==> src/pkg/psr_consts.svh <==
/*
  Constants of the protocol snoop and redirect block: register offsets,
  control bit positions, frame field codes.
  Assumes inclusion by bare name from the package and the core.
*/
`ifndef PSR_CONSTS_SVH
`define PSR_CONSTS_SVH

`define PSR_ADDR_W 12
`define PSR_OFF_CTRL 12'h050
`define PSR_OFF_STAT 12'h054
`define PSR_CTRL_RESET 32'h0000_0000
`define PSR_DATA_ZERO 32'h0000_0000

`define PSR_B_MLD_QRY_TRAP 18
`define PSR_B_MLD_QUERY_SNOOP_EN 17
`define PSR_B_MLD_RPT_TRAP 16
`define PSR_B_MLD_RPT_EN 15
`define PSR_B_IGMP_UKN_TRAP 14
`define PSR_B_IGMP_UNKNOWN_SNOOP_EN 13
`define PSR_B_IGMP_QRY_TRAP 12
`define PSR_B_IGMP_QUERY_SNOOP_EN 11
`define PSR_B_IGMP_RPT_TRAP 10
`define PSR_B_IGMP_RPT_EN 9
`define PSR_B_IGMP_DEST_IP_CHECK_EN 8
`define PSR_B_ICMP6_TRAP 5
`define PSR_B_ICMP6_EN 4
`define PSR_B_ICMP4_EN 3
`define PSR_B_DHCP_SNOOP_EN 2
`define PSR_B_RARP_SNOOP_EN 1
`define PSR_B_ARP_SNOOP_EN 0

`define PSR_ETH_ARP 16'h0806
`define PSR_ETH_RARP 16'h8035
`define PSR_ETH_IP4 16'h0800
`define PSR_ETH_IP6 16'h86DD
`define PSR_PROTO_ICMP4 8'h01
`define PSR_PROTO_IGMP 8'h02
`define PSR_PROTO_UDP 8'h11
`define PSR_NH_HOPOPT 8'h00
`define PSR_NH_ICMP6 8'h3A
`define PSR_UDP_BOOTPS 16'h0043
`define PSR_UDP_BOOTPC 16'h0044
`define PSR_IGMP_QUERY 8'h11
`define PSR_IGMP_REP_V1 8'h12
`define PSR_IGMP_REP_V2 8'h16
`define PSR_IGMP_LEAVE 8'h17
`define PSR_IGMP_REP_V3 8'h22
`define PSR_MLD_QUERY 8'h82
`define PSR_MLD_REP_V1 8'h83
`define PSR_MLD_DONE 8'h84
`define PSR_MLD_REP_V2 8'h8F
`define PSR_CLASS_D_TOP 4'hE

`endif

==> src/pkg/psr_pkg.sv <==
/*
  Types of the protocol snoop and redirect block.
  Assumes psr_consts.svh on the include path.
*/
`include "psr_consts.svh"

package psr_pkg;

  typedef enum logic [3:0] {
    PSR_CLS_NONE,
    PSR_CLS_ARP,
    PSR_CLS_RARP,
    PSR_CLS_DHCP,
    PSR_CLS_ICMP4,
    PSR_CLS_ICMP6,
    PSR_CLS_IGMP_QRY,
    PSR_CLS_IGMP_RPT,
    PSR_CLS_IGMP_UKN,
    PSR_CLS_MLD_QRY,
    PSR_CLS_MLD_RPT
  } psr_class_t;

  // Header fields already parsed by the forwarding path
  typedef struct packed {
    logic [15:0] ethertype;
    logic [7:0] ip_proto;
    logic [31:0] dst_ip;
    logic [7:0] ip6_next;
    logic [7:0] ip6_ext_next;
    logic [7:0] msg_type;
    logic [15:0] udp_dst;
    logic [15:0] udp_src;
  } psr_hdr_t;

  typedef struct packed {
    psr_class_t cls;
    logic cpu_copy;
    logic trap;
  } psr_verdict_t;

endpackage

==> src/core/psr_top.sv <==
/*
  Protocol snoop and redirect: classifies frames from parsed header
  fields and rewrites the forwarding port mask, with one APB control
  register. Assumes the forwarding path presents one header per valid
  pulse on clk_sys and accepts the result one cycle later, no stall.
*/
// Function
// - MLD query enabled by bit 17; bit 18 selects trap-only versus forward plus copy.
// - MLD report/done enabled by bit 15; bit 16 selects trap-only versus copy.
// - IGMP unknown enabled by bit 13; bit 14 selects trap-only versus copy.
// - IGMP query enabled by bit 11; bit 12 selects trap-only versus copy.
// - IGMP report/leave enabled by bit 9; bit 10 selects trap-only versus copy.
// - IGMP is IP protocol 2; bit 8 also demands class D destination.
// - ICMPv6 is next header 58, or 0 then 58; MLD excluded.
// - ICMPv6 enabled by bit 4; bit 5 selects trap-only versus copy.
// - Bit 3 adds a CPU copy to normally forwarded ICMPv4.
// - Bit 2 adds a CPU copy to normally forwarded DHCP.
// - Bit 1 adds a CPU copy to normally forwarded RARP.
// - Bit 0 adds a CPU copy to normally forwarded ARP.
`timescale 1ns/1ps
`include "psr_consts.svh"

module psr_top #(
  parameter int NUM_PORTS = 9,
  parameter int CPU_PORT = 8
) (
  input wire logic clk_sys,
  input wire logic reset,
  input wire logic psel,
  input wire logic penable,
  input wire logic pwrite,
  input wire logic [`PSR_ADDR_W-1:0] paddr,
  input wire logic [31:0] pwdata,
  output logic [31:0] prdata,
  output logic pready,
  output logic pslverr,
  input wire logic hdr_valid,
  input wire psr_pkg::psr_hdr_t hdr,
  input wire logic [NUM_PORTS-1:0] l2_mask,
  output logic res_valid,
  output logic [NUM_PORTS-1:0] res_mask,
  output psr_pkg::psr_verdict_t res_verdict
);

  ////////////////////////////////////////////////////////////////////
  // Control register and APB slave

  logic [31:0] ctrl;
  logic [15:0] trap_count;
  logic [15:0] copy_count;
  logic access;
  logic hit_ctrl;
  logic hit_stat;
  logic [31:0] next_prdata;

  assign access = psel && penable;
  assign hit_ctrl = (paddr == `PSR_OFF_CTRL);
  assign hit_stat = (paddr == `PSR_OFF_STAT);

  // One wait state so that read data comes from a flip-flop
  always_ff @(posedge clk_sys or posedge reset) begin
    if (reset) begin
      pready <= 1'b0;
    end else begin
      pready <= access && !pready;
    end
  end

  always_comb begin
    next_prdata = `PSR_DATA_ZERO;
    if (hit_ctrl) begin
      next_prdata = ctrl;
    end else if (hit_stat) begin
      next_prdata = {copy_count, trap_count};
    end
  end

  always_ff @(posedge clk_sys or posedge reset) begin
    if (reset) begin
      prdata <= `PSR_DATA_ZERO;
    end else if (access && !pready) begin
      prdata <= pwrite ? `PSR_DATA_ZERO : next_prdata;
    end
  end

  always_ff @(posedge clk_sys or posedge reset) begin
    if (reset) begin
      pslverr <= 1'b0;
    end else if (access && !pready) begin
      // Status is read only, so a write to it is an error as well
      pslverr <= !(hit_ctrl || (hit_stat && !pwrite));
    end else begin
      pslverr <= 1'b0;
    end
  end

  // Reserved upper bits are kept as written
  always_ff @(posedge clk_sys or posedge reset) begin
    if (reset) begin
      ctrl <= `PSR_CTRL_RESET;
    end else if (access && pready && pwrite && hit_ctrl) begin
      ctrl <= pwdata;
    end
  end

  // Control fields by name
  logic mld_query_trap_only;
  logic mld_query_snoop_en;
  logic mld_report_trap_only;
  logic mld_report_snoop_en;
  logic igmp_unknown_trap_only;
  logic igmp_unknown_snoop_en;
  logic igmp_query_trap_only;
  logic igmp_query_snoop_en;
  logic igmp_report_trap_only;
  logic igmp_report_snoop_en;
  logic igmp_dest_ip_check_en;
  logic icmp6_trap_only;
  logic icmp6_snoop_en;
  logic icmp4_snoop_en;
  logic dhcp_snoop_en;
  logic rarp_snoop_en;
  logic arp_snoop_en;

  assign mld_query_trap_only = ctrl[`PSR_B_MLD_QRY_TRAP];
  assign mld_query_snoop_en = ctrl[`PSR_B_MLD_QUERY_SNOOP_EN];
  assign mld_report_trap_only = ctrl[`PSR_B_MLD_RPT_TRAP];
  assign mld_report_snoop_en = ctrl[`PSR_B_MLD_RPT_EN];
  assign igmp_unknown_trap_only = ctrl[`PSR_B_IGMP_UKN_TRAP];
  assign igmp_unknown_snoop_en = ctrl[`PSR_B_IGMP_UNKNOWN_SNOOP_EN];
  assign igmp_query_trap_only = ctrl[`PSR_B_IGMP_QRY_TRAP];
  assign igmp_query_snoop_en = ctrl[`PSR_B_IGMP_QUERY_SNOOP_EN];
  assign igmp_report_trap_only = ctrl[`PSR_B_IGMP_RPT_TRAP];
  assign igmp_report_snoop_en = ctrl[`PSR_B_IGMP_RPT_EN];
  assign igmp_dest_ip_check_en = ctrl[`PSR_B_IGMP_DEST_IP_CHECK_EN];
  assign icmp6_trap_only = ctrl[`PSR_B_ICMP6_TRAP];
  assign icmp6_snoop_en = ctrl[`PSR_B_ICMP6_EN];
  assign icmp4_snoop_en = ctrl[`PSR_B_ICMP4_EN];
  assign dhcp_snoop_en = ctrl[`PSR_B_DHCP_SNOOP_EN];
  assign rarp_snoop_en = ctrl[`PSR_B_RARP_SNOOP_EN];
  assign arp_snoop_en = ctrl[`PSR_B_ARP_SNOOP_EN];

  ////////////////////////////////////////////////////////////////////
  // Classification

  logic is_ip4;
  logic is_ip6;
  logic dip_class_d;
  logic igmp_hit;
  logic icmp6_hit;
  logic dhcp_hit;
  logic igmp_query;
  logic igmp_report;
  logic mld_query;
  logic mld_report;
  psr_pkg::psr_class_t cls;

  assign is_ip4 = (hdr.ethertype == `PSR_ETH_IP4);
  assign is_ip6 = (hdr.ethertype == `PSR_ETH_IP6);
  // Class D is 224.0.0.0 to 239.255.255.255: top nibble 1110
  assign dip_class_d = (hdr.dst_ip[31:28] == `PSR_CLASS_D_TOP);

  assign igmp_hit = is_ip4 && (hdr.ip_proto == `PSR_PROTO_IGMP)
      && (!igmp_dest_ip_check_en || dip_class_d);

  assign icmp6_hit = is_ip6 && ((hdr.ip6_next == `PSR_NH_ICMP6)
      || ((hdr.ip6_next == `PSR_NH_HOPOPT) && (hdr.ip6_ext_next == `PSR_NH_ICMP6)));

  assign dhcp_hit = is_ip4 && (hdr.ip_proto == `PSR_PROTO_UDP)
      && ((hdr.udp_dst == `PSR_UDP_BOOTPS) || (hdr.udp_dst == `PSR_UDP_BOOTPC));

  assign igmp_query = (hdr.msg_type == `PSR_IGMP_QUERY);
  assign igmp_report = (hdr.msg_type == `PSR_IGMP_REP_V1)
      || (hdr.msg_type == `PSR_IGMP_REP_V2)
      || (hdr.msg_type == `PSR_IGMP_REP_V3)
      || (hdr.msg_type == `PSR_IGMP_LEAVE);
  assign mld_query = (hdr.msg_type == `PSR_MLD_QUERY);
  assign mld_report = (hdr.msg_type == `PSR_MLD_REP_V1)
      || (hdr.msg_type == `PSR_MLD_REP_V2)
      || (hdr.msg_type == `PSR_MLD_DONE);

  always_comb begin
    cls = psr_pkg::PSR_CLS_NONE;
    if (hdr.ethertype == `PSR_ETH_ARP) begin
      cls = psr_pkg::PSR_CLS_ARP;
    end else if (hdr.ethertype == `PSR_ETH_RARP) begin
      cls = psr_pkg::PSR_CLS_RARP;
    end else if (igmp_hit) begin
      if (igmp_query) begin
        cls = psr_pkg::PSR_CLS_IGMP_QRY;
      end else if (igmp_report) begin
        cls = psr_pkg::PSR_CLS_IGMP_RPT;
      end else begin
        cls = psr_pkg::PSR_CLS_IGMP_UKN;
      end
    end else if (is_ip4 && (hdr.ip_proto == `PSR_PROTO_ICMP4)) begin
      cls = psr_pkg::PSR_CLS_ICMP4;
    end else if (dhcp_hit) begin
      cls = psr_pkg::PSR_CLS_DHCP;
    end else if (icmp6_hit) begin
      if (mld_query) begin
        cls = psr_pkg::PSR_CLS_MLD_QRY;
      end else if (mld_report) begin
        cls = psr_pkg::PSR_CLS_MLD_RPT;
      end else begin
        cls = psr_pkg::PSR_CLS_ICMP6;
      end
    end
  end

  ////////////////////////////////////////////////////////////////////
  // Verdict per class

  logic class_en;
  logic class_trap;

  always_comb begin
    class_en = 1'b0;
    class_trap = 1'b0;
    case (cls)
      psr_pkg::PSR_CLS_MLD_QRY: begin
        class_en = mld_query_snoop_en;
        class_trap = mld_query_trap_only;
      end
      psr_pkg::PSR_CLS_MLD_RPT: begin
        class_en = mld_report_snoop_en;
        class_trap = mld_report_trap_only;
      end
      psr_pkg::PSR_CLS_IGMP_UKN: begin
        class_en = igmp_unknown_snoop_en;
        class_trap = igmp_unknown_trap_only;
      end
      psr_pkg::PSR_CLS_IGMP_QRY: begin
        class_en = igmp_query_snoop_en;
        class_trap = igmp_query_trap_only;
      end
      psr_pkg::PSR_CLS_IGMP_RPT: begin
        class_en = igmp_report_snoop_en;
        class_trap = igmp_report_trap_only;
      end
      psr_pkg::PSR_CLS_ICMP6: begin
        class_en = icmp6_snoop_en;
        class_trap = icmp6_trap_only;
      end
      psr_pkg::PSR_CLS_ICMP4: begin
        class_en = icmp4_snoop_en;
      end
      psr_pkg::PSR_CLS_DHCP: begin
        class_en = dhcp_snoop_en;
      end
      psr_pkg::PSR_CLS_RARP: begin
        class_en = rarp_snoop_en;
      end
      psr_pkg::PSR_CLS_ARP: begin
        class_en = arp_snoop_en;
      end
      default: begin
        class_en = 1'b0;
        class_trap = 1'b0;
      end
    endcase
  end

  logic do_trap;
  logic do_copy;
  logic [NUM_PORTS-1:0] cpu_bit;
  logic [NUM_PORTS-1:0] next_mask;

  assign do_trap = class_en && class_trap;
  assign do_copy = class_en && !class_trap;
  assign cpu_bit = NUM_PORTS'(1) << CPU_PORT;

  always_comb begin
    if (do_trap) begin
      next_mask = cpu_bit;
    end else if (do_copy) begin
      next_mask = l2_mask | cpu_bit;
    end else begin
      next_mask = l2_mask;
    end
  end

  ////////////////////////////////////////////////////////////////////
  // Result register, one cycle after the header

  always_ff @(posedge clk_sys or posedge reset) begin
    if (reset) begin
      res_valid <= 1'b0;
    end else begin
      res_valid <= hdr_valid;
    end
  end

  always_ff @(posedge clk_sys or posedge reset) begin
    if (reset) begin
      res_mask <= '0;
    end else if (hdr_valid) begin
      res_mask <= next_mask;
    end
  end

  always_ff @(posedge clk_sys or posedge reset) begin
    if (reset) begin
      res_verdict <= '{cls: psr_pkg::PSR_CLS_NONE, cpu_copy: 1'b0, trap: 1'b0};
    end else if (hdr_valid) begin
      res_verdict <= '{cls: cls, cpu_copy: do_copy, trap: do_trap};
    end
  end

  ////////////////////////////////////////////////////////////////////
  // Redirect counters; they wrap, software reads differences

  always_ff @(posedge clk_sys or posedge reset) begin
    if (reset) begin
      trap_count <= 16'h0000;
    end else if (hdr_valid) begin
      trap_count <= trap_count + {15'h0000, do_trap};
    end
  end

  always_ff @(posedge clk_sys or posedge reset) begin
    if (reset) begin
      copy_count <= 16'h0000;
    end else if (hdr_valid) begin
      copy_count <= copy_count + {15'h0000, do_copy};
    end
  end

endmodule

==> config.mk <==
export PLATFORM = sky130hd
export DESIGN_NAME = psr_top
export DESIGN_NICKNAME = d
export VERILOG_FILES = /design/src/pkg/psr_pkg.sv /design/src/core/psr_top.sv
export VERILOG_INCLUDE_DIRS = /design/src /design/src/pkg
export SDC_FILE = /design/constraint.sdc
export NUM_CORES = 1
export LEC_CHECK = 0
export BUFFER_PORTS_ARGS = -buffer_cell sky130_fd_sc_hd__buf_2
export CAP_MARGIN = 25
export CORE_MARGIN = 2
export CORE_UTILIZATION = 50
export CTS_CLUSTER_SIZE = 16
export DETAILED_ROUTE_END_ITERATION = 10
export MAX_ROUTING_LAYER = met4
export PLACE_DENSITY = 0.88
export SLEW_MARGIN = 20
export SYNTH_ARGS = -nofsm -noshare
export SYNTH_HDL_FRONTEND = slang
export SYNTH_SLANG_ARGS = --single-unit
==> constraint.sdc <==
create_clock -name clk_sys -period 3.9 [get_ports clk_sys]
set_input_delay 0.39 -clock clk_sys [delete_from_list [all_inputs] [get_ports clk_sys]]
set_output_delay 0.39 -clock clk_sys [all_outputs]
set_load 0.005 [all_outputs]
After elaboration in Yosys (flattened, before gate mapping)
Cells that the tools add are included.
- $add $sub $neg: 2
- multipliers: 0
- divide/modulo/power cells: 0
- magnitude comparators: 0
- equal/unequal tests: 33
- shift operators: 0
- multiplexer cells: 18
- bitwise gates (word level): 0
- reduce and logical (&&, ||, !) cells: 30
- operators with widths (cell ; number):
    2-to-1 mux 32 bit ; 3
    equality test 8 x 5 -> 1 bit (second input constant) ; 5
    2-to-1 mux 4 bit ; 10
    adder 16 x 1 -> 16 bit ; 2
    equality test 16 x 12 -> 1 bit (second input constant) ; 2
    equality test 16 bit (second input constant) ; 2
    equality test 16 x 7 -> 1 bit (second input constant) ; 2
    equality test 8 bit (second input constant) ; 4
    equality test 12 x 7 -> 1 bit (second input constant) ; 2
    equality test 8 x 6 -> 1 bit (second input constant) ; 3
    2-to-1 mux 9 bit ; 2
    equality test 4 x 3 -> 1 bit (second input constant) ; 4
    equality test 4 bit (second input constant) ; 4
    logical AND 1 bit ; 15
    case mux 1 bit (10 select lines) ; 1
    logical OR 1 bit ; 9
    equality test 4 x 2 -> 1 bit (second input constant) ; 2
    equality test 8 x 1 -> 1 bit (second input constant) ; 1
    equality test 8 x 2 -> 1 bit (second input constant) ; 1
    zero test 8 bit ; 1
    case mux 1 bit (6 select lines) ; 1
    zero test 1 bit ; 5
    equality test 4 x 1 -> 1 bit (second input constant) ; 1
    2-to-1 mux 1 bit ; 1
- bits in registers: 114
- bits in latches: 0
- bits in writable memories: 0
- ROM bits: 0
- input port bits: 171
- output and inout bits: 50
- memories: 0

Depth between registers and ports, before layout
Gate-level depths: netlist of the first run.
- depth after elaboration: 17
- mapped depth: 15
- depth with buffers taken out: 15

Worst setup path before layout of the first run
OpenSTA, ideal clock, no wires.
- path type: input to register
- start: input hdr[98] (netlist name)
- end: register trap_count[12]
- library setup time: 0.125 ns
- data arrival time: 3.455 ns
- data required time: 3.775 ns
- path slack: 0.320 ns
- cell stages on the path: 15
- buffers on the path: 0
- cells stage by stage: or4_4 -> or2_1 -> nor4_1 -> a221oi_1 -> o21ai_1 -> mux2_2 -> a32oi_1 -> a21boi_1 -> ha_1 -> ha_1 -> nand4_1 -> nor2_1 -> nand3_1 -> nor2_1 -> xor2_1
- longest elaborated chain between the ends: 12
- elaborated cells between the ends (all ways): 30
- RTL lines (element ; line ; source):
    from (decl) ; psr_top.sv:38 ; input wire psr_pkg::psr_hdr_t hdr,
    equality test 16 bit (no source line) or equality test 16 x 12 -> 1 bit (tied branches) ; - ;
    logical AND 1 bit (on tied branches) ; psr_top.sv:166, psr_top.sv:169 ;
    2-to-1 mux 4 bit or logical AND 1 bit (tied branches) ; psr_top.sv:200, psr_top.sv:169 ;
    2-to-1 mux 4 bit ; psr_top.sv:198 ; end else if (dhcp_hit) begin
    2-to-1 mux 4 bit ; psr_top.sv:196 ; end else if (is_ip4 && (hdr.ip_proto == `PSR_PROTO_ICMP4)) begin
    2-to-1 mux 4 bit ; psr_top.sv:188 ; end else if (igmp_hit) begin
    2-to-1 mux 4 bit ; psr_top.sv:186 ; end else if (hdr.ethertype == `PSR_ETH_RARP) begin
    2-to-1 mux 4 bit (*) ; psr_top.sv:184 ; if (hdr.ethertype == `PSR_ETH_ARP) begin
    equality test 4 x 1 -> 1 bit, or another cell as far along ; psr_top.sv:220 ; case (cls)
    case mux 1 bit (10 select lines) or case mux 1 bit (6 select lines) (tied branches) ; psr_top.sv:220 ;
    logical AND 1 bit (*) ; psr_top.sv:269 ; assign do_trap = class_en && class_trap;
    via do_trap ; psr_top.sv:264 ; logic do_trap;
    adder 16 x 1 -> 16 bit (*) ; psr_top.sv:317 ; trap_count <= trap_count + {15'h0000, do_trap};
    to (signal assigned) ; psr_top.sv:317 ;
    to (decl) ; psr_top.sv:49 ; logic [15:0] trap_count;
The timed path passes the listed nets; every way through them passes the cells marked *.
A chain may end at the register's enable or synchronous reset.

Worst setup path in the final report of the first run
- start: input hdr[98] (netlist name)
- end: register trap_count[13]
The elaborated chain is that of the path after synthesis.

==> run metrics, run 1 <==
first-pass GRT wire length=24.7 mm; post-route clock period utilization=91.0%; antenna violations before repair=0; Setup Buffers After CTS=0; DP Wirelength=11.5 mm; Routed Antenna Nets=0; final-layout fill cell count=854; Clock Latency Late Sink=410 ps; Placeable Area=11400 um^2; status=complete, no violations; slowest library cell on the worst path=or4_4; Distinct cells, synth=64; port buffer count=176; met3 usage=4.79%; Top FF cell, synth=dfrtp_1; DIE WIDTH=112 um; Hold Path Cell Cnt=2; Crit Reg-Reg Startpoint=ctrl[8]$_DFFE_PP0P_; # rows=39; GRT Residual Overflow=0; Max Clk Rate=282 MHz; Crit Reg-Reg Endpoint=copy_count[14]$_DFFE_PP0P_; final setup margin=352 ps; leakage power=0.00372 uW; die area=12500 um^2; Max transition margin=30.8%; r2r setup slk=750 ps; Synth Register Bits=114; yosys warns=0; combinational fraction of design power=6.7%; Place WS=-56.9 ps; R2R depth=14; Post-Syn Area per Cell=10.7 um^2; WP buf/inv=1; drt pass-1 iters=4; Area Overhead vs Synth=29.2%; Sink Count=114; Worst-path clk slew=50 ps; met2 Track Usage GR=44.4%; DR vias=5065; CTS root buffer=clkbuf_16; M1 GR Usage=31.2%; Final Hold Fails=0; crit path DAT=3870 ps; endpoints failing setup=0; CP peak stage delay=530 ps; Clk pwr share=51.9%; largest net degree at the start of global routing=52; grt peak-use layer=met2; critical path fanouts, max=4; Netlist Area Pre-Place=5820 um^2; Critical Path RT=4230 ps; power density cells=386 nW/um^2; critical path startpoint category=primary input; Vias/cell=5.68; drt total wl=15.5 mm; GRT Total Usage=26.0%; fin nets=910; Pins Over Slew Limit=0; height of the die=112 um; average wire per standard cell=17.4 um; crit-path cells=buf_2 -> or4_4 -> or2_1 -> nor4_1 -> a221oi_1 -> o21ai_1 -> mux2_2 -> a32oi_1 -> a21boi_1 -> ha_1 -> nand3_1 -> nor2_1 -> and3_1 -> and2_1 -> nand4_1 -> xnor2_1; Cell Int Power=2270 uW; CTS tree=built; clock period minus worst slack=3550 ps; Slew @ Worst Pin=1040 ps; vias in the first global route=5039; routability cong.=0.866; share of post-route cells with drive strength above 1=37.0%; register area share after synthesis=49.0%; initial drt markers=252; number of enable flip-flop cells after synthesis=0; Cells after Synth=546; RSZ-0062 raised after global routing=no; number of I/O pins=221; Hold Path Class=primary input to register; net switching power=631 uW; maxcap violations=0; CP Capture Type=register; critical path class=primary input to register; most common cell after layout, fill and taps aside=buf_2; asr flop ratio synth=100%; HP Start=pwdata[27]; commonest non-fill, non-tap cells in the layout=buf_2 (176), dfrtp_1 (114), nand2_1 (61), mux2_2 (41), mux2i_1 (35); CTS H-tree depth=4; Initial Utilization=51.2%; Setup Skew=8.09 ps; Worst Hold Endpoint=ctrl[27]$_DFFE_PP0P_; family with the most delay on the worst path=simple AND/OR/NAND/NOR gates; post-synth net total=721; sw frac=21.7%; number of diodes=0; sequential cell fraction of total power=41.4%; remaining routing DRC violations=0; TNS Setup=0 ps; cts bufs inserted=17; Peak VDD IR=0.235 mV; CTS max path bufs=2
[state kept, by name, indices dropped and copies added (netlist names)]
name / cells
copy_count: 16
prdata: 32
res_mask: 9
res_verdict: 6
pslverr: 1
res_valid: 1
pready: 1
ctrl: 32
trap_count: 16
[cell usage after synthesis, types with 3 or more instances]
master    count  share of area, %
nand4b_1      5              0.75
and3_1        8              0.86
or3_1         4              0.43
xnor2_1      19               2.9
a21oi_1       4              0.34
nand2_1      61               3.9
nor4b_1      10               1.5
nand4_1      16               1.7
xor2_1        9               1.4
nor2b_1      10               1.1
nor4_1       10               1.1
and2_1        3              0.32
inv_1         6              0.39
o21a_1        3              0.39
or4_1         4              0.52
o21ai_0      34               2.9
clkbuf_1     19               1.2
or2_2         3              0.32
dfrtp_1     114                49
mux2i_1      35               6.0
nor3_1        5              0.43
nand2b_1      5              0.54
ha_1          4              0.86
o21ai_1      12               1.0
nor2_1       22               1.4
a31oi_1      10               1.1
nand3_1      22               1.9
mux2_2       41               7.9
[what timing repair did]
action                                 CTS  global route
resized for setup                        0             0
hold buffers                             1             0
endpoints found under the hold margin   28             0
[stage by stage]
step,utilization [%],cells,total power [uW],cell area [um^2],hold slack (ps)
after detailed placement,60.7,857,1420,6900,400
after global placement,60.7,857,1410,6900,397
final,66.1,891,2900,7520,207
after CTS,65.9,890,2920,7490,196
after floorplan,-,546,1310,5820,421
after global routing,66.1,891,2990,7520,211
[layer usage]
layer / vias up / share of wire [%] / wire (um)
li1: 2402 / - / -
met1: 2433 / 41 / 6320
met2: 214 / 51 / 7920
met3: 16 / 6.6 / 1020
met4: 0 / 1.3 / 205
met5: - / 0 / 0
[power by group through the flow]
stage | Sequential (uW) | Clock (uW) | Combinational (uW)
2_1_floorplan | 1220 | 0 | 85.9
3_3_place_gp | 1220 | 0 | 187
3_5_place_dp | 1220 | 0 | 195
4_1_cts | 1200 | 1520 | 197
5_1_grt | 1200 | 1570 | 216
6_report | 1200 | 1510 | 195
[layout make-up]
cell class                 instances  area, um^2  share of cell area (%)
clock buffer                      23         478                    6.36
clock inverter                     9         105                    1.40
inverter                           6        25.0                   0.333
multi-input combinational        405        2860                    38.1
sequential                       114        2850                    37.9
tap                              143         179                    2.38
timing repair buffer             191        1020                    13.5
[worst max-delay path by stage]
stage | startpoint | end | slack [ps] | cells after the start
finish | hdr[98] | trap_count[13]$_DFFE_PP0P_ | 350 | 16
floorplan | hdr[98] | trap_count[12]$_DFFE_PP0P_ | 320 | 15
global route | hdr[98] | copy_count[12]$_DFFE_PP0P_ | 40 | 16
CTS | hdr[98] | trap_count[13]$_DFFE_PP0P_ | 360 | 16
global placement | hdr[98] | trap_count[12]$_DFFE_PP0P_ | 10 | 16
detailed placement | hdr[98] | copy_count[12]$_DFFE_PP0P_ | -60 | 16
[logic make-up (layout without fill, tap and decap cells)]
family	after synthesis	count (layout)	synth area share, %
xor+xnor	28	28	4.22
buf+inv	27	229	1.89
fa+ha+maj	4	4	0.860
flops	114	114	49.0
compound gates	92	92	10.2
simple gates	204	204	19.6
mux	77	77	14.2
[worst register-to-register path: cells and delay by family, from the launching register on]
family          cells  cell delay [ps]
simple gates        7             1250
compound gates      4              760
fa+ha+maj           2              440
flops               1              430
xor+xnor            1              180
No activity file was read; power rests on OpenSTA's default activity.
==> run 2, diff against run 1 <==
- SETUP_SLACK_MARGIN: not set -> 0.4
==> run metrics, run 2 (same netlist as run 1, synthesis figures left out) <==
status=complete, no violations; die area=12500 um^2; leakage power=0.00377 uW; Sink Count=114; TNS Setup=0 ps; Final Cell Area=7680 um^2; Setup Skew=8.62 ps; Finished Layout Cells=899; final-layout fill cell count=861; placed cells=860; endpoints failing setup=0; height of the die=112 um; maxcap violations=0; Peak VDD IR=0.438 mV; Hold Path Class=primary input to register; Initial Utilization=51.2%; post-route clock period utilization=84.4%; # rows=39; DP Wirelength=11.5 mm; critical path fanouts, max=4; CTS root buffer=clkbuf_16; fin nets=916; most common cell after layout, fill and taps aside=buf_2; average wire per standard cell=17.7 um; CTS H-tree depth=4; largest registers=ctrl x32, prdata x32; Clock Latency Late Sink=410 ps; port buffer count=176; crit path DAT=3620 ps; critical path startpoint category=primary input; Critical Path RT=4230 ps; clock period minus worst slack=3290 ps; CTS max path bufs=2; Pins Over Slew Limit=0; Final Hold Fails=0; CTS tree=built; cts bufs inserted=17; critical path class=primary input to register; GRT Residual Overflow=0; Placeable Area=11400 um^2; remaining routing DRC violations=0; commonest non-fill, non-tap cells in the layout=buf_2 (176), dfrtp_1 (114), nand2_1 (61), mux2_2 (41), mux2i_1 (35); drt total wl=15.9 mm; power density cells=386 nW/um^2; drt pass-1 iters=5; vias in the first global route=5142; Routed Antenna Nets=0; number of I/O pins=221; GRT Total Usage=26.2%; Slew @ Worst Pin=1050 ps; initial drt markers=279; RSZ-0062 raised after global routing=yes; CP Capture Type=register; Vias/cell=5.78; Util after Layout=67.5%; Worst-path clk slew=50 ps; placed inst area=6930 um^2; largest net degree at the start of global routing=50; antenna violations before repair=2; Max transition margin=30.1%; first-pass GRT wire length=25.0 mm; Max Clk Rate=304 MHz; Area Overhead vs Synth=32.0%; DR vias=5200; share of post-route cells with drive strength above 1=40.3%; DIE WIDTH=112 um; routability cong.=0.890
-- run 2: cell types whose count changed in the layout (fill, tap and decap cells not counted), sizes merged --
cell / before / now
clkbuf: 23 / 22
diode: 0 / 2
bufinv: 2 / 3
buf: 190 / 196
-- run 2: layer usage --
layer | track usage, % | vias up | wire length (um)
met2 | 43.7 | 221 | 8110
met1 | 30.9 | 2535 | 6470
li1 | - | 2418 | -
met4 | 9.47 | 0 | 285
met3 | 6.59 | 26 | 1080
met5 | - | - | 0
-- run 2: path summary, 6_finish.rpt --
path,start,endpoint,slack [ps],cells after the start
setup / recovery,hdr[49],trap_count[8]$_DFFE_PP0P_,610,17
hold / removal,pwdata[3],ctrl[3]$_DFFE_PP0P_,210,2
setup reg to reg,ctrl[8]$_DFFE_PP0P_,trap_count[13]$_DFFE_PP0P_,720,15
hold reg to reg,prdata[30]$_DFFE_PP0P_,prdata[30]$_DFFE_PP0P_,470,2
max in group asynchronous,reset,trap_count[0]$_DFFE_PP0P_,2390,4
min in group asynchronous,reset,ctrl[30]$_DFFE_PP0P_,550,3
-- run 2: worst max-delay path: stages --
cell	delay, ps
buf_2	100
or4b_1	580
o31ai_4	290
and3_4	220
a221oi_1	80
o21ai_1	140
buf_4	150
mux2_2	330
a32oi_1	240
a21boi_1	120
ha_2	210
ha_1	200
nand4_1	140
nor2_2	60
buf_4	140
nand3_1	90
xnor2_1	130
-- run 2: cell type report --
class                           instances  area, um^2  area share, %
Clock inverter                         10         131           1.71
Tap cell                              143         179           2.33
Clock buffer                           22         474           6.18
Timing Repair Buffer                  197        1050           13.7
Sequential cell                       114        2850           37.2
Antenna cell                            2        5.00         0.0652
Inverter                                6        25.0          0.326
Multi-Input combinational cell        405        2960           38.6
-- run 2: power breakdown --
group	internal (uW)	switching [uW]
logic	90.7	107
registers	1200	5.63
clock network	1050	516
total	2340	629
-- run 2: metrics by stage --
step	setup slack, ps	power (uW)	hold slack, ps
after detailed placement	46.8	1420	430
after global placement	119	1410	415
final	610	2960	207
after CTS	469	2990	194
after floorplan	448	1310	421
after global routing	344	3070	199
-- run 2: what timing repair did --
| action | CTS | global route |
|---|---|---|
| endpoints found under the setup margin | 0 | 18 |
| hold endpoints to repair | 34 | 0 |
| gates resized for setup | 0 | 22 |
| hold buffers | 1 | 0 |
| setup buffers | 0 | 3 |
==> run 3, diff against run 2 <==
- clock period: 3.9 -> 3.3 ns (I/O delays scaled with it)
==> run metrics, run 3 (same netlist as run 1, synthesis figures left out) <==
critical path class=primary input to register; final-layout fill cell count=753; Pins Over Slew Limit=0; Sink Count=114; number of diodes=0; antenna violations before repair=0; CTS H-tree depth=4; post-route clock period utilization=96.5%; commonest non-fill, non-tap cells in the layout=buf_2 (173), dfrtp_1 (114), buf_4 (63), nand2_1 (57), mux2_2 (39); remaining routing DRC violations=0; largest net degree at the start of global routing=55; # rows=39; endpoints failing setup=0; first-pass GRT wire length=27.5 mm; final setup margin=117 ps; GRT Residual Overflow=0; Hold Path Class=primary input to async pin; Clock Latency Late Sink=420 ps; leakage power=0.00405 uW; Routed Antenna Nets=0; share of post-route cells with drive strength above 1=47.3%; Finished Layout Cells=942; Max Clk Rate=314 MHz; Hold Slack=51.2 ps; critical path fanouts, max=3; CP peak stage delay=550 ps; DR vias=5559; initial drt markers=426; Critical Path RT=3640 ps; Placeable Area=11400 um^2; maxcap violations=0; drt total wl=18.1 mm; vias in the first global route=5663; RSZ-0062 raised after global routing=yes; cts bufs inserted=17; CTS max path bufs=2; Vias/cell=5.90; critical path startpoint category=primary input; Final Cell Area=8290 um^2; number of I/O pins=221; crit path DAT=3520 ps; TNS Setup=0 ps; port buffer count=176; GRT Total Usage=28.7%; Place WS=-343 ps; Peak VDD IR=0.379 mV; height of the die=112 um; most common cell after layout, fill and taps aside=buf_2; Final Hold Fails=0; Slew @ Worst Pin=782 ps; fin nets=963; routability cong.=0.893; family with the most delay on the worst path=simple AND/OR/NAND/NOR gates; placed inst area=7310 um^2; Setup Skew=12.0 ps; DP Wirelength=12.0 mm; average wire per standard cell=19.2 um; Initial Utilization=51.2%; CTS root buffer=clkbuf_16; WP buf/inv=1; power density cells=419 nW/um^2; placed cells=898; CTS tree=built; Area Overhead vs Synth=42.5%; slowest library cell on the worst path=or4_4; Worst-path clk slew=50 ps; CP Capture Type=register; clock period minus worst slack=3180 ps; die area=12500 um^2; largest registers=ctrl x32, prdata x32; drt pass-1 iters=5; Max transition margin=47.8%; DIE WIDTH=112 um; status=complete, no violations; crit-path cells=buf_6 -> or4_4 -> nor3_1 -> nand4b_1 -> or2_1 -> a31oi_1 -> mux2_4 -> a32oi_4 -> a21boi_4 -> ha_4 -> ha_4 -> nand4_1 -> nor2_2 -> nand3_2 -> nor2_2 -> xor2_1
[run 3: cell count changes in the layout (fill, tap and decap cells not counted), sizes merged]
cell,before,now
clkbuf,22,20
dlygate4sd3,1,0
diode,2,0
buf,196,244
bufinv,3,2
clkinvlp,1,2
[run 3: layout make-up]
class | count | area (um^2) | area share (%)
clock inverter | 10 | 110 | 1.33
tap | 143 | 179 | 2.16
clock buffer | 20 | 457 | 5.51
inverter | 6 | 26.3 | 0.317
multi-input combinational | 405 | 3230 | 38.9
timing repair buffer | 244 | 1440 | 17.3
sequential | 114 | 2850 | 34.4
[run 3: routing by layer]
| metal | wire (um) | global-route usage [%] | vias to the layer above |
|---|---|---|---|
| li1 | - | - | 2509 |
| met1 | 6970 | 33.7 | 2740 |
| met3 | 1310 | 5.72 | 36 |
| met5 | 0 | - | - |
| met2 | 9440 | 48.0 | 274 |
| met4 | 397 | 12.7 | 0 |
[run 3: worst reg2reg max path: cells and delay by family, from the launching register on]
family                     cells  cell delay, ps
xor gates and xnor gates       1             160
AOI/OAI and AO/OA              4             700
DFF                            1             410
adders and majority gates      2             330
and+or+nand+nor                6            1130
muxes                          1             180
[run 3: path summary, 6_finish.rpt]
check / startpoint / endpoint / slack (ps) / cells after the start
setup / recovery: hdr[98] / trap_count[12]$_DFFE_PP0P_ / 120 / 16
hold reg to reg: prdata[13]$_DFFE_PP0P_ / prdata[13]$_DFFE_PP0P_ / 470 / 2
min in group clk_sys: pwdata[13] / ctrl[13]$_DFFE_PP0P_ / 140 / 2
max in group asynchronous: reset / ctrl[28]$_DFFE_PP0P_ / 2450 / 3
setup reg to reg: ctrl[8]$_DFFE_PP0P_ / trap_count[12]$_DFFE_PP0P_ / 330 / 14
hold / removal: reset / prdata[6]$_DFFE_PP0P_ / 50 / 2
[run 3: metrics by stage]
step                      utilization (%)  power (uW)
after floorplan                         -        1550
final                                72.9        3470
after global routing                 72.9        3580
after global placement               64.3        1690
after CTS                            70.4        3460
after detailed placement             64.3        1700
[run 3: power breakdown]
part	internal (uW)	total, uW	switching, uW
Clock	1140	1790	649
Sequential	1410	1420	7.30
Combinational	127	265	138
Total	2680	3470	794
[run 3: what timing repair did]
item,CTS,global route
endpoints found under the hold margin,0,0
hold buffers,0,0
pin swaps,9,21
gates resized for setup,15,40
buffers inserted,6,8
setup endpoints to repair,24,39
